==> src/include/dtc_pkg.sv <==
// package for the dual timer control fields block: offsets, fields, resets, carriers
//--------------------------------------------------------------------------
//--------------------------------------------------------------------------
package dtc_pkg;
    //----------------------------------------------------------------------
    // register map
    //----------------------------------------------------------------------
    localparam logic [11:0] TIMER_CONTROL_OFFSET = 12'h00c;
    localparam logic [31:0] TIMER_CONTROL_RESET  = 32'h0000_0000;
    localparam logic [31:0] UNMAPPED_READ_VALUE  = 32'h0000_0000;
    //----------------------------------------------------------------------
    // field positions
    //----------------------------------------------------------------------
    localparam int FIRST_RUN_BIT      = 0;
    localparam int FIRST_FREEZE_BIT   = 1;
    localparam int FIRST_EDGE_LSB     = 2;
    localparam int CALENDAR_BIT       = 4;
    localparam int FIRST_TRIGGER_BIT  = 5;
    localparam int FIRST_INVERT_BIT   = 6;
    localparam int SECOND_RUN_BIT     = 8;
    localparam int SECOND_FREEZE_BIT  = 9;
    //----------------------------------------------------------------------
    // edge select encodings
    //----------------------------------------------------------------------
    localparam logic [1:0] EDGE_RISING  = 2'h0;
    localparam logic [1:0] EDGE_FALLING = 2'h1;
    localparam logic [1:0] EDGE_RSVD    = 2'h2;
    localparam logic [1:0] EDGE_BOTH    = 2'h3;

    // control fields as stored
    typedef struct packed {
        logic       second_half_debug_freeze;
        logic       second_half_run;
        logic       first_half_pulse_invert;
        logic       first_half_trigger_out_on;
        logic       calendar_count_on;
        logic [1:0] first_half_edge_select;
        logic       first_half_debug_freeze;
        logic       first_half_run;
    } dtc_ctrl_t;

    // per-half enables that reach the counter datapath
    typedef struct packed {
        logic       count_a;
        logic       count_b;
        logic       calendar_tick_en;
        logic       pulse_invert_a;
        logic       trigger_en_a;
        logic       rise_a;
        logic       fall_a;
    } dtc_drive_t;
endpackage : dtc_pkg

==> src/core/dtc_control.sv <==
// dual timer control fields: apb register and the enables it hands to the timer halves
`timescale 1ns/1ps
`default_nettype none
module dtc_control #(
    parameter int ADDR_W = 12
) (
    input  wire logic                pclk,
    input  wire logic                presetn,
    input  wire logic                psel,
    input  wire logic                penable,
    input  wire logic                pwrite,
    input  wire logic [ADDR_W-1:0]   paddr,
    input  wire logic [31:0]         pwdata,
    input  wire logic [3:0]          pstrb,
    output logic      [31:0]         prdata,
    output logic                     pready,
    output logic                     pslverr,
    input  wire logic                cpu_halted,
    input  wire logic                first_half_output_mode,
    output logic                     first_half_count_en,
    output logic                     second_half_count_en,
    output logic                     calendar_tick_en,
    output logic                     first_half_pulse_invert_eff,
    output logic                     first_half_trigger_en,
    output logic                     first_half_capture_rise,
    output logic                     first_half_capture_fall,
    output dtc_pkg::dtc_ctrl_t       ctrl_fields
);
    //----------------------------------------------------------------------
    // elaboration checks
    //----------------------------------------------------------------------
    if (ADDR_W < 4 || ADDR_W > 32) begin : g_bad_width
        $error("dtc_control: ADDR_W must be 4..32");
    end

    // every field must sit inside the 32-bit data word
    if (dtc_pkg::SECOND_FREEZE_BIT > 31) begin : g_bad_field
        $error("dtc_control: field position outside the data word");
    end

    //----------------------------------------------------------------------
    // pin synchronisers for the halt status and the output mode
    //----------------------------------------------------------------------
    localparam int PIN_N = 2; // halt status and output mode

    logic [PIN_N-1:0]      pin_raw;
    wire  [PIN_N-1:0]      pin_sync;
    logic                  halt_sync;
    logic                  mode_sync;

    // gather the asynchronous pins so one loop serves them all
    assign pin_raw = {first_half_output_mode, cpu_halted};

    // two flops per pin; only the second stage is read outside the synchroniser
    for (genvar p = 0; p < PIN_N; p++) begin : g_pin_sync
        logic meta_r;
        logic meta_nxt;
        logic sync_r;
        logic sync_nxt;

        // next values of the two stages
        always_comb begin
            meta_nxt = pin_raw[p];
            sync_nxt = meta_r;
        end

        // the two stages, cleared by reset
        always_ff @(posedge pclk or negedge presetn) begin
            if (!presetn) begin
                meta_r <= 1'b0;
                sync_r <= 1'b0;
            end else begin
                meta_r <= meta_nxt;
                sync_r <= sync_nxt;
            end
        end

        assign pin_sync[p] = sync_r; // hand the settled level on
    end

    // named taps of the settled pins
    assign halt_sync = pin_sync[0];
    assign mode_sync = pin_sync[1];

    //----------------------------------------------------------------------
    // apb slave and control register
    //----------------------------------------------------------------------
    dtc_pkg::dtc_ctrl_t ctrl_r;
    dtc_pkg::dtc_ctrl_t ctrl_nxt;
    logic [31:0]        prdata_nxt;
    logic               pslverr_nxt;
    logic               pready_nxt;
    logic               hit;
    logic               setup;
    logic               access;
    wire  [31:0]        wmask;
    logic [31:0]        cur_word;
    logic [31:0]        new_word;

    // transfer phases: setup prepares the answer, access commits a write
    assign setup  = psel && !penable;
    assign access = psel && penable && pready;

    // address decode: the control word is the only mapped location
    always_comb begin
        if (paddr == ADDR_W'(dtc_pkg::TIMER_CONTROL_OFFSET)) begin
            hit = 1'b1;
        end else begin
            hit = 1'b0;
        end
    end

    // byte-lane write mask, one lane per strobe bit
    for (genvar b = 0; b < 4; b++) begin : g_lane_mask
        assign wmask[8*b +: 8] = {8{pstrb[b]}};
    end

    // read-back word from the named field positions; reserved bits read zero
    always_comb begin
        cur_word = 32'h0000_0000;
        cur_word[dtc_pkg::SECOND_FREEZE_BIT]   = ctrl_r.second_half_debug_freeze;
        cur_word[dtc_pkg::SECOND_RUN_BIT]      = ctrl_r.second_half_run;
        cur_word[dtc_pkg::FIRST_INVERT_BIT]    = ctrl_r.first_half_pulse_invert;
        cur_word[dtc_pkg::FIRST_TRIGGER_BIT]   = ctrl_r.first_half_trigger_out_on;
        cur_word[dtc_pkg::CALENDAR_BIT]        = ctrl_r.calendar_count_on;
        cur_word[dtc_pkg::FIRST_EDGE_LSB +: 2] = ctrl_r.first_half_edge_select;
        cur_word[dtc_pkg::FIRST_FREEZE_BIT]    = ctrl_r.first_half_debug_freeze;
        cur_word[dtc_pkg::FIRST_RUN_BIT]       = ctrl_r.first_half_run;
    end

    // bus answer, byte-lane merge and field update; no wait states on any access
    always_comb begin
        new_word    = (cur_word & ~wmask) | (pwdata & wmask);
        ctrl_nxt    = ctrl_r;
        prdata_nxt  = prdata;
        pslverr_nxt = 1'b0;
        pready_nxt  = setup; // ready in the first access cycle
        // the answer is prepared while the setup cycle stands
        if (setup && hit) begin
            prdata_nxt = pwrite ? 32'h0000_0000 : cur_word;
        end else if (setup) begin
            prdata_nxt  = dtc_pkg::UNMAPPED_READ_VALUE;
            pslverr_nxt = 1'b1; // unmapped address
        end
        // a write lands only at the edge at which ready is sampled high
        if (access && hit && pwrite) begin
            ctrl_nxt.second_half_debug_freeze  = new_word[dtc_pkg::SECOND_FREEZE_BIT];
            ctrl_nxt.second_half_run           = new_word[dtc_pkg::SECOND_RUN_BIT];
            ctrl_nxt.first_half_pulse_invert   = new_word[dtc_pkg::FIRST_INVERT_BIT];
            ctrl_nxt.first_half_trigger_out_on = new_word[dtc_pkg::FIRST_TRIGGER_BIT];
            ctrl_nxt.calendar_count_on         = new_word[dtc_pkg::CALENDAR_BIT];
            ctrl_nxt.first_half_edge_select    =
                new_word[dtc_pkg::FIRST_EDGE_LSB +: 2];
            ctrl_nxt.first_half_debug_freeze   = new_word[dtc_pkg::FIRST_FREEZE_BIT];
            ctrl_nxt.first_half_run            = new_word[dtc_pkg::FIRST_RUN_BIT];
        end
    end

    // register the control fields and bus answer
    always_ff @(posedge pclk or negedge presetn) begin
        if (!presetn) begin
            ctrl_r  <= dtc_pkg::dtc_ctrl_t'({dtc_pkg::TIMER_CONTROL_RESET[9:8],
                                             dtc_pkg::TIMER_CONTROL_RESET[6:0]});
            prdata  <= 32'h0000_0000;
            pready  <= 1'b0;
            pslverr <= 1'b0;
        end else begin
            ctrl_r  <= ctrl_nxt;
            prdata  <= prdata_nxt;
            pready  <= pready_nxt;
            pslverr <= pslverr_nxt;
        end
    end

    //----------------------------------------------------------------------
    // enables handed to the counter datapath
    //----------------------------------------------------------------------
    dtc_pkg::dtc_drive_t drive_nxt;
    dtc_pkg::dtc_drive_t drive_r;

    // run gated by freeze during debugger halt; output controls gated by mode
    always_comb begin
        drive_nxt.count_a = ctrl_r.first_half_run
            && !(ctrl_r.first_half_debug_freeze && halt_sync);
        drive_nxt.count_b = ctrl_r.second_half_run
            && !(ctrl_r.second_half_debug_freeze && halt_sync);
        drive_nxt.calendar_tick_en = ctrl_r.calendar_count_on;
        drive_nxt.pulse_invert_a = ctrl_r.first_half_pulse_invert && mode_sync;
        drive_nxt.trigger_en_a = ctrl_r.first_half_trigger_out_on && mode_sync;
        // capture edge decode; the reserved code arms neither edge
        case (ctrl_r.first_half_edge_select)
            dtc_pkg::EDGE_RISING: begin
                drive_nxt.rise_a = 1'b1;
                drive_nxt.fall_a = 1'b0;
            end
            dtc_pkg::EDGE_FALLING: begin
                drive_nxt.rise_a = 1'b0;
                drive_nxt.fall_a = 1'b1;
            end
            dtc_pkg::EDGE_BOTH: begin
                drive_nxt.rise_a = 1'b1;
                drive_nxt.fall_a = 1'b1;
            end
            default: begin
                drive_nxt.rise_a = 1'b0; // reserved code: no capture
                drive_nxt.fall_a = 1'b0;
            end
        endcase
    end

    // register the drive outputs
    always_ff @(posedge pclk or negedge presetn) begin
        if (!presetn) begin
            drive_r <= '0;
        end else begin
            drive_r <= drive_nxt;
        end
    end

    // ctrl_fields mirrors the control register flop directly
    always_comb begin
        first_half_count_en         = drive_r.count_a;
        second_half_count_en        = drive_r.count_b;
        calendar_tick_en            = drive_r.calendar_tick_en;
        first_half_pulse_invert_eff = drive_r.pulse_invert_a;
        first_half_trigger_en       = drive_r.trigger_en_a;
        first_half_capture_rise     = drive_r.rise_a;
        first_half_capture_fall     = drive_r.fall_a;
        ctrl_fields                 = ctrl_r;
    end
endmodule : dtc_control
`default_nettype wire

==> config.mk <==
export PLATFORM = sky130hd
export DESIGN_NAME = dtc_control
export DESIGN_NICKNAME = d
export VERILOG_FILES = /design/src/include/dtc_pkg.sv /design/src/core/dtc_control.sv
export SDC_FILE = /design/constraint.sdc
export NUM_CORES = 1
export LEC_CHECK = 0
export ABC_AREA = 0
export BUFFER_PORTS_ARGS = -buffer_cell sky130_fd_sc_hd__buf_4
export CORE_MARGIN = 2
export CORE_UTILIZATION = 39
export DETAILED_ROUTE_END_ITERATION = 16
export PLACE_DENSITY = 0.77
export SLEW_MARGIN = 0
export SYNTH_ARGS = -nofsm -noshare
export SYNTH_HDL_FRONTEND = slang
export SYNTH_SLANG_ARGS = --single-unit
export TNS_END_PERCENT = 20
==> constraint.sdc <==
create_clock -name pclk -period 1.9 [get_ports pclk]
set_clock_uncertainty 0.1 [all_clocks]
set_input_delay 0.285 -clock pclk [delete_from_list [all_inputs] [get_ports pclk]]
set_output_delay 0.285 -clock pclk [all_outputs]
set_load 0.005 [all_outputs]
==> results of run 1 <==
## critical path: cells and delay by family, from the launching register on
family / cells / cell delay [ns]
simple gates: 3 / 0.56
flops: 1 / 0.40
mux: 1 / 0.31
## placed cells by master, fill, tap and decap left out
cell	netlist	routed
nor2_1	2	2
and4_1	1	1
mux2_4	7	7
buf_4	24	57
nor4b_1	2	2
clkbuf_1	1	2
mux2_2	2	2
a31oi_1	1	1
nor3_4	1	1
clkinv_2	0	1
inv_1	3	3
nand3_1	1	1
nand2_1	1	1
dfrtp_1	31	31
nor4_1	1	1
clkbuf_4	0	5
dlygate4sd3_1	0	3
conb_1	1	23
ha_1	3	3
nor4_4	1	1
and4_4	1	1
nor4bb_1	1	1
nand2_4	1	1
a22o_1	9	9
a21boi_0	2	2
and2_1	2	2
nand2b_1	1	1
## kinds of logic (layout without fill, tap and decap cells)
| group | Yosys count | after routing |
|---|---|---|
| AO/OA/AOI/OAI | 12 | 12 |
| adder cells (fa/ha/maj) | 3 | 3 |
| buffers and inverters | 28 | 71 |
| flip-flops | 31 | 31 |
| multiplexers | 9 | 9 |
| other | 1 | 23 |
| AND/OR/NAND/NOR | 16 | 16 |
## per-layer routing
metal / vias up / part of all wire (%) / GRT usage, %
li1: 428 / - / -
met1: 477 / 35 / 16.2
met2: 45 / 54 / 26.4
met3: 14 / 5.6 / 5.00
met4: 0 / 4.7 / 10.3
met5: - / 0 / 0
## worst paths after layout
| check | to | slack [ns] |
|---|---|---|
| max reg2reg | flop | 0.40 |
| max | flop | 0.40 |
| min in group asynchronous | asynchronous set/reset pin | 0.34 |
| min | flop | 0.08 |
| min reg2reg | g_pin_sync[1].sync_r | 0.27 |
| max in group asynchronous | asynchronous set/reset pin | 1.07 |
## area by class of cell
cell class / count / area, um2 / area share (%)
multi-input combinational: 63 / 489 / 26.6
tap: 46 / 57.6 / 3.12
sequential: 31 / 776 / 42.1
timing repair buffer: 60 / 458 / 24.9
inverter: 3 / 11.3 / 0.611
clock inverter: 1 / 5.00 / 0.272
clock buffer: 7 / 45.0 / 2.45
## report_power, final
part           internal, mW  switching [mW]
Sequential            0.666         0.00286
Combinational        0.0506          0.0476
Clock                 0.144           0.213
Total                 0.860           0.263
## metrics by stage
step / cells / hold WS (ns) / setup WS [ns] / instance area [um2]
floorplan: 122 / -0.111 / 0.452 / 1460
global placement: 200 / 0.126 / 0.252 / 1760
detailed placement: 200 / 0.138 / 0.232 / 1760
CTS: 211 / 0.0694 / 0.396 / 1840
global route: 211 / 0.0577 / 0.359 / 1840
finish: 211 / 0.0849 / 0.402 / 1840
## repair_timing
action	in CTS	in global routing
gates resized for setup	0	0
endpoints found under the setup margin	0	0
endpoints found under the hold margin	33	0
hold buffers	3	0
==> results.sh, run 1 <==
export IMPL_status="completed"
export IMPL_clock_root_buffer="clkbuf_4"
export IMPL_boundaryPins=105
export IMPL_antenna_found_initial=0
export IMPL_dr_first_iter_drc_count=30
export IMPL_max_stage_delay_ns=0.40
export IMPL_min_path_cells=2
export IMPL_yosys_area_share_simple_pct=9.99
export IMPL_synth_top_area_share_pct=56.3
export IMPL_synth_area_mux_share_pct=9.26
export IMPL_postRouteAntennaNets=0
export IMPL_gr_total_overflow=0
export IMPL_numCtsBuffers=5
export IMPL_finish_utilization_pct=54.8
export IMPL_slew_viol_final=0
export IMPL_worst_setup_path_type="flop to flop"
export IMPL_drc=0
export IMPL_clock_sinks=31
export IMPL_drv_cap=0
export IMPL_areaGrowthSynthToFinish_pct=33.7
export IMPL_grt_setup_unrepaired="false"
export IMPL_fmax_mhz=668
export IMPL_io_buffers=56
export IMPL_grtUsageTotal_pct=15.5
export IMPL_crit_fanout=7
export IMPL_diodes=0
export IMPL_crit_path_end_kind="flop"
export IMPL_seq_area_frac_synth_pct=56.3
export IMPL_layout_drive_gt1_share_pct=46.1
export IMPL_fp_dieW_um=63.4
export IMPL_first_global_vias=953
export IMPL_cts_clk_slew_worst_paths_ns=0.09
export IMPL_gp_congestion=0.835
export IMPL_start_kind="flop"
export IMPL_synth_flop_cell="dfrtp_1"
export IMPL_r2r_start="pready"
export IMPL_syn_area_um2=1380
export IMPL_hold_viol=0
export IMPL_post_synth_top_count_cell="dfrtp_1"
export IMPL_nets=222
export IMPL_firstDrtPassIters=5
export IMPL_async_flop_share_pct=100
export IMPL_hpwl_um=2120
export IMPL_rows=21
export IMPL_fillerInstances=306
export IMPL_synth_top_cells_by_count="dfrtp_1, buf_4, a22o_1"
export IMPL_setup_viol=0
export IMPL_vias_per_cell=4.57
export IMPL_grt_max_degree=32
export IMPL_synth_top_area_cell="dfrtp_1"
export IMPL_wire_per_inst_um=13.9
export IMPL_hold_start="pwdata[3]"
export IMPL_cp_arrival_ns=1.61
export IMPL_clockBufferDepth=2
export IMPL_synth_compound_gate_area_share_pct=7.27
export IMPL_coreArea_um2=3360
export IMPL_die_height_um=63.4
export IMPL_synth_xor_area_share_pct=0
export IMPL_synth_seq_cells=31
export IMPL_power_mw=1.12
export IMPL_cts_tree="built"
export IMPL_peakVddDrop_uv=327
export IMPL_ys_types=24
export IMPL_drt_total_wl_um=2930
export IMPL_reg2regPathDepth=4
export IMPL_synth_top_family_by_area="buffers and inverters"
export IMPL_p_leak_nw=1.01
export IMPL_syn_avg_cell_area_um2=13.8
export IMPL_grt_pass1_wl_um=4600
export IMPL_path_cells="and4_1 -> and4_4 -> nand2_4 -> mux2_4"
export IMPL_synth_adder_area_share_pct=2.72
export IMPL_start_util_pct=41.0
export IMPL_dieArea_um2=4020
export IMPL_finalSetupTns_ns=0
export IMPL_clk_latency_ns=0.32
export IMPL_slowest_stage="dfrtp_1"
export IMPL_synth_edff_count=0
export IMPL_hold_class="input pin to flop"
export IMPL_power_density_nw_per_um2=610
export IMPL_finalCritPeriodShare_pct=78.8
export IMPL_vias=964
export IMPL_synth_area_leaders="dfrtp_1, buf_4, mux2_4"
export IMPL_critical_path_startpoint="pready"
export IMPL_yosys_warnings=0
export IMPL_postCtsSetupBuffers=0
export IMPL_syn_inst=100
export IMPL_cp_required_ns=2.01
export IMPL_period_needed_ns=1.50
export IMPL_h_tree_depth=2
Note: power is estimated with default switching activity, not from simulation.
==> run 2, diff against run 1 <==
- ABC_AREA: 0 -> 1
- CORE_UTILIZATION: 39 -> 40
- clock period: 1.9 -> 1.4 ns (I/O delays scaled with it)
==> run 2 against run 1 <==
Worst hold slack lost 0.074 ns. Register-to-register slack lost 0.19 ns. Cell count grew 32%. Wire length shrank 2.3%. Synthesized area grew 7.1%. Clock power grew 110%. Die area grew 4.1%. Utilization grew 0.34 points. Setup slack lost 0.21 ns. Combinational power grew 47%. Final area grew 7.9%. Via count grew 23%. Largest cell class unchanged.
==> results.sh, run 2 <==
export IMPL_status="completed"
export IMPL_post_synth_top_count_cell="nand2_1"
export IMPL_path_cells="buf_4"
export IMPL_fmax_mhz=825
export IMPL_intPower_mw=1.42
export IMPL_placed_cells=267
export IMPL_synth_top_family_by_area="simple AND/OR/NAND/NOR gates"
export IMPL_drv_cap=0
export IMPL_reg2regPathDepth=6
export IMPL_vias_per_cell=4.24
export IMPL_synth_edff_count=0
export IMPL_setup_slack_ns=0.188
export IMPL_start_util_pct=40.9
export IMPL_synth_compound_gate_area_share_pct=4.07
export IMPL_seq_power_share_pct=50.5
export IMPL_power_frac_comb_pct=8.0
export IMPL_synth_xor_area_share_pct=0
export IMPL_power_switching_share_pct=21.0
export IMPL_worst_setup_path_type="flop to primary output"
export IMPL_antenna_found_initial=0
export IMPL_dr_first_iter_drc_count=72
export IMPL_synth_seq_cells=31
export IMPL_clockBufferDepth=2
export IMPL_async_flop_share_pct=100
export IMPL_vias=1183
export IMPL_p_clk_share_pct=41.5
export IMPL_design_area_um2=1990
export IMPL_hold_viol=0
export IMPL_synth_top_area_cell="dfrtp_1"
export IMPL_dieArea_um2=4190
export IMPL_postRouteAntennaNets=0
export IMPL_syn_inst=166
export IMPL_top_layer="met4"
export IMPL_placedInstanceArea_um2=1850
export IMPL_crit_fanout=6
export IMPL_nets=288
export IMPL_min_path_cells=2
export IMPL_layout_commonest_cell="buf_4"
export IMPL_syn_area_um2=1480
export IMPL_grt_pass1_wl_um=4920
export IMPL_power_switching_uw=377
export IMPL_r2r_slack_ns=0.21
export IMPL_h_tree_depth=2
export IMPL_grtUsageTotal_pct=15.4
export IMPL_clock_sinks=31
export IMPL_synth_area_leaders="dfrtp_1, buf_4, nand2_1"
export IMPL_power_mw=1.80
export IMPL_clock_root_buffer="clkbuf_8"
export IMPL_yosys_warnings=0
export IMPL_ys_types=16
export IMPL_hold_end="pready"
export IMPL_drt_total_wl_um=2860
export IMPL_grt_setup_unrepaired="false"
export IMPL_path_delay_family="flip-flops"
export IMPL_period_needed_ns=1.21
export IMPL_wl_met2_um=1420
export IMPL_layout_common_cells="buf_4, nand2_1, dfrtp_1"
export IMPL_hpwl_um=2230
export IMPL_slowest_stage="dfrtp_1"
export IMPL_cts_clk_slew_worst_paths_ns=0.06
export IMPL_die_height_um=64.7
export IMPL_r2r_start="pready"
export IMPL_firstDrtPassIters=4
export IMPL_slew_viol_final=0
export IMPL_peakVddDrop_uv=392
export IMPL_synth_adder_area_share_pct=2.54
export IMPL_seq_area_frac_synth_pct=52.6
export IMPL_synth_flop_cell="dfrtp_1"
export IMPL_clk_latency_ns=0.27
export IMPL_synth_top_area_share_pct=52.6
export IMPL_met3_length_um=226
export IMPL_gp_congestion=0.770
export IMPL_finalCritPeriodShare_pct=86.6
export IMPL_power_density_nw_per_um2=906
export IMPL_diodes=0
export IMPL_hold_class="input pin to flop"
export IMPL_instances_no_fill=279
export IMPL_finalSetupTns_ns=0
export IMPL_start_kind="flop"
export IMPL_cp_required_ns=1.09
export IMPL_cts_tree="built"
export IMPL_synth_top_cells_by_count="nand2_1, dfrtp_1, buf_4"
export IMPL_cp_arrival_ns=0.90
export IMPL_worst_path_buf_inv=1
export IMPL_gr_total_overflow=0
export IMPL_crit_path_end_kind="primary output"
export IMPL_fp_dieW_um=64.7
export IMPL_boundaryPins=105
export IMPL_layout_drive_gt1_share_pct=31.2
export IMPL_coreArea_um2=3610
export IMPL_dp_slack_ns=0.0673
export IMPL_max_stage_delay_ns=0.46
export IMPL_setup_viol=0
export IMPL_grt_max_degree=32
export IMPL_io_buffers=56
export IMPL_p_leak_nw=1.10
export IMPL_wire_per_inst_um=10.3
export IMPL_syn_avg_cell_area_um2=8.89
export IMPL_rows=22
export IMPL_areaGrowthSynthToFinish_pct=34.7
export IMPL_numCtsBuffers=5
export IMPL_hold_start="penable"
export IMPL_yosys_area_share_simple_pct=21.7
export IMPL_synth_area_mux_share_pct=0
export IMPL_first_global_vias=1053
export IMPL_met1Wirelength_um=1150
export IMPL_drc=0
==> run 2: cell types whose count changed after synthesis, sizes merged, moves of 3 or more <==
cell | previous run | this run
nand2 | 2 | 50
inv | 3 | 17
nand4 | 0 | 11
nor2 | 2 | 13
a22o | 9 | 0
mux2 | 9 | 0
o21ai | 0 | 9
buf | 24 | 27
==> run 2: how the worst max path moves through the flow <==
stage	from	end	slack (ns)	cells after the start
detailed placement	paddr[7]	flop	0.07	7
CTS	pready	flop	0.10	5
global route	pready	flop	0.05	6
global placement	paddr[7]	flop	0.08	7
floorplan	pready	flop	0.31	6
finish	flop	ctrl_fields[2]	0.19	1
==> run 2: cell families (layout without fill, tap and decap cells) <==
| group | Yosys count | in the layout |
|---|---|---|
| other | 1 | 23 |
| AOI/OAI and AO/OA | 11 | 11 |
| adders and majority gates | 3 | 3 |
| DFF | 31 | 31 |
| and+or+nand+nor | 74 | 74 |
| buffers and inverters | 46 | 89 |
==> run 2: stage by stage <==
step                utilization, %  hold slack, ns
global route                  55.1        0.000429
CTS                           54.8         0.00315
global placement              51.2          0.0559
finish                        55.1          0.0104
floorplan                        -          -0.186
detailed placement            51.2          0.0552
==> run 2: timing repair <==
item	CTS	global route
buffers inserted	0	1
hold buffers	3	0
endpoints found under the hold margin	33	0
setup endpoints to repair	0	7
gates resized for setup	0	1
==> run 2: final cells by class <==
cell class / count / area (um2)
flip-flops and latches: 31 / 776
clock buffers: 8 / 100
repair buffers: 62 / 473
well taps: 48 / 60.1
inverters: 19 / 71.3
multi-input cells: 111 / 507
fillers: 349 / 1620
==> run 2: per-layer routing <==
layer  vias to the layer above  global-route usage, %
met3                         8                   5.21
met2                        48                   24.1
li1                        595                      -
met5                         -                      0
met4                         0                   7.98
met1                       532                   18.9
==> run 2: power groups by stage <==
stage | registers (mW) | clock network [mW] | logic (mW)
after floorplan | 0.924 | 0 | 0.0917
after global placement | 0.924 | 0 | 0.134
after detailed placement | 0.925 | 0 | 0.137
after CTS | 0.908 | 0.758 | 0.144
after global routing | 0.909 | 0.811 | 0.163
final | 0.908 | 0.748 | 0.144
==> run 3, diff against run 2 <==
- CORE_UTILIZATION: 40 -> 36
- PLACE_DENSITY: 0.77 -> 0.73
- clock period: 1.4 -> 1.07 ns (I/O delays scaled with it)
==> run 3 against run 2 <==
The run now ends with negative setup slack left. Power rose by 25%. Die area rose by 10%. Critical path depth rose by 5. Wire length rose by 11%. Utilization fell by 0.85 points. Critical path type is now flop to flop. Largest cell class unchanged. Largest power group unchanged.
==> results.sh, run 3 (synthesis results as in run 2) <==
export IMPL_status="complete, but fails checks"
export IMPL_violations="negative setup slack"
export IMPL_diodes=0
export IMPL_fp_dieW_um=68.0
export IMPL_cts_tree="built"
export IMPL_r2r_slack_ns=-0.13
export IMPL_power_density_nw_per_um2=1040
export IMPL_dr_first_iter_drc_count=74
export IMPL_vias_per_cell=4.18
export IMPL_start_kind="flop"
export IMPL_areaGrowthSynthToFinish_pct=46.1
export IMPL_hpwl_um=2400
export IMPL_hold_class="input pin to flop"
export IMPL_clock_sinks=31
export IMPL_rows=23
export IMPL_crit_path_end_kind="flop"
export IMPL_peakVddDrop_uv=389
export IMPL_drt_total_wl_um=3180
export IMPL_hold_viol=0
export IMPL_dieArea_um2=4630
export IMPL_nets=298
export IMPL_power_mw=2.24
export IMPL_setup_viol=19
export IMPL_crit_fanout=7
export IMPL_cp_arrival_ns=1.26
export IMPL_h_tree_depth=2
export IMPL_grtUsageTotal_pct=14.9
export IMPL_start_util_pct=37.1
export IMPL_worst_setup_path_type="flop to flop"
export IMPL_placedInstanceArea_um2=1910
export IMPL_boundaryPins=105
export IMPL_first_global_vias=1165
export IMPL_gp_congestion=0.774
export IMPL_path_cells="nand2_2 -> nor2_4 -> nand4_1 -> buf_6 -> nand2_2 -> nand2_1"
export IMPL_antenna_found_initial=0
export IMPL_r2r_start="pready"
export IMPL_max_stage_delay_ns=0.37
export IMPL_crit_top_cell="nand2_2"
export IMPL_coreArea_um2=3970
export IMPL_p_leak_nw=1.16
export IMPL_dp_slack_ns=-0.273
export IMPL_vias=1217
export IMPL_io_buffers=56
export IMPL_drc=0
export IMPL_finalCritPeriodShare_pct=112
export IMPL_min_path_cells=3
export IMPL_drv_cap=0
export IMPL_clk_latency_ns=0.27
export IMPL_grt_max_degree=32
export IMPL_die_height_um=68.0
export IMPL_clockBufferDepth=2
export IMPL_cts_clk_slew_worst_paths_ns=0.06
export IMPL_hold_slack_ns=0.0296
export IMPL_numCtsBuffers=5
export IMPL_layout_drive_gt1_share_pct=38.2
export IMPL_layout_common_cells="buf_4, nand2_1, dfrtp_1"
export IMPL_layout_commonest_cell="buf_4"
export IMPL_grt_setup_unrepaired="true"
export IMPL_postRouteAntennaNets=0
export IMPL_wire_per_inst_um=10.9
export IMPL_firstDrtPassIters=6
export IMPL_clock_root_buffer="clkbuf_8"
export IMPL_setup_slack_ns=-0.125
export IMPL_reg2regPathDepth=6
export IMPL_design_area_um2=2150
export IMPL_cp_required_ns=1.14
export IMPL_slew_viol_final=0
export IMPL_fmax_mhz=837
export IMPL_gr_total_overflow=0
export IMPL_period_needed_ns=1.20
export IMPL_slowest_stage="dfrtp_1"
export IMPL_hold_start="pwdata[1]"
export IMPL_grt_pass1_wl_um=5080
[run 3: cell types whose count changed in the layout (fill, tap and decap cells not counted)]
cell / before / now
clkbuf_1: 1 / 2
nand2_1: 49 / 40
buf_4: 59 / 48
dfrtp_1: 31 / 29
nand2_2: 1 / 10
clkinv_2: 0 / 1
nor2_4: 1 / 2
buf_6: 0 / 21
clkbuf_8: 7 / 5
dfrtp_2: 0 / 2
nor2_2: 3 / 2
[run 3: power breakdown]
part / switching [mW] / total [mW] / internal, mW / leakage (nW)
sequential: 0.00483 / 1.19 / 1.18 / 0.413
clock: 0.393 / 0.848 / 0.455 / 0.0422
combinational: 0.103 / 0.207 / 0.104 / 0.705
[run 3: metal layers]
| layer | vias to the layer above | GRT usage (%) | wire length, um |
|---|---|---|---|
| li1 | 616 | - | - |
| met1 | 557 | 16.1 | 1170 |
| met2 | 42 | 26.7 | 1770 |
| met3 | 2 | 4.77 | 223 |
| met4 | 0 | 6.00 | 19 |
| met5 | - | 0 | 0 |
[run 3: cell type report]
class / instances / area, um2
Multi-Input combinational cell: 111 / 534
Fill cell: 371 / 1820
Sequential cell: 31 / 778
Tap cell: 50 / 62.6
Timing Repair Buffer: 72 / 627
Inverter: 19 / 71.3
Clock inverter: 1 / 5.00
Clock buffer: 7 / 76.3
[run 3: what timing repair did]
item / CTS / global route
pin swaps: 6 / 9
hold buffers: 3 / 0
resized for setup: 18 / 16
hold endpoints to repair: 33 / 0
endpoints found under the setup margin: 20 / 29
buffers inserted: 3 / 0
[run 3: worst max-delay path: cells and delay by family, from the launching register on]
kind	cells	cell delay (ns)
buf+inv	1	0.17
simple gates	5	0.45
flops	1	0.37
[run 3: stage by stage]
step | TNS, ns | std cells | util, %
floorplan | -0.100 | 188 | -
global placement | -2.99 | 277 | 48.1
detailed placement | -3.53 | 277 | 48.1
CTS | -1.65 | 291 | 53.0
global route | -2.40 | 291 | 54.3
finish | -1.36 | 291 | 54.3
[run 3: how the worst max path moves through the flow]
stage,endpoint,slack [ns],cells past startpoint,start
after floorplan,flop,-0.02,6,pready
after global placement,flop,-0.21,6,pready
after detailed placement,flop,-0.27,6,pready
after CTS,flop,-0.13,6,pready
after global routing,flop,-0.19,6,pready
final,flop,-0.13,6,pready
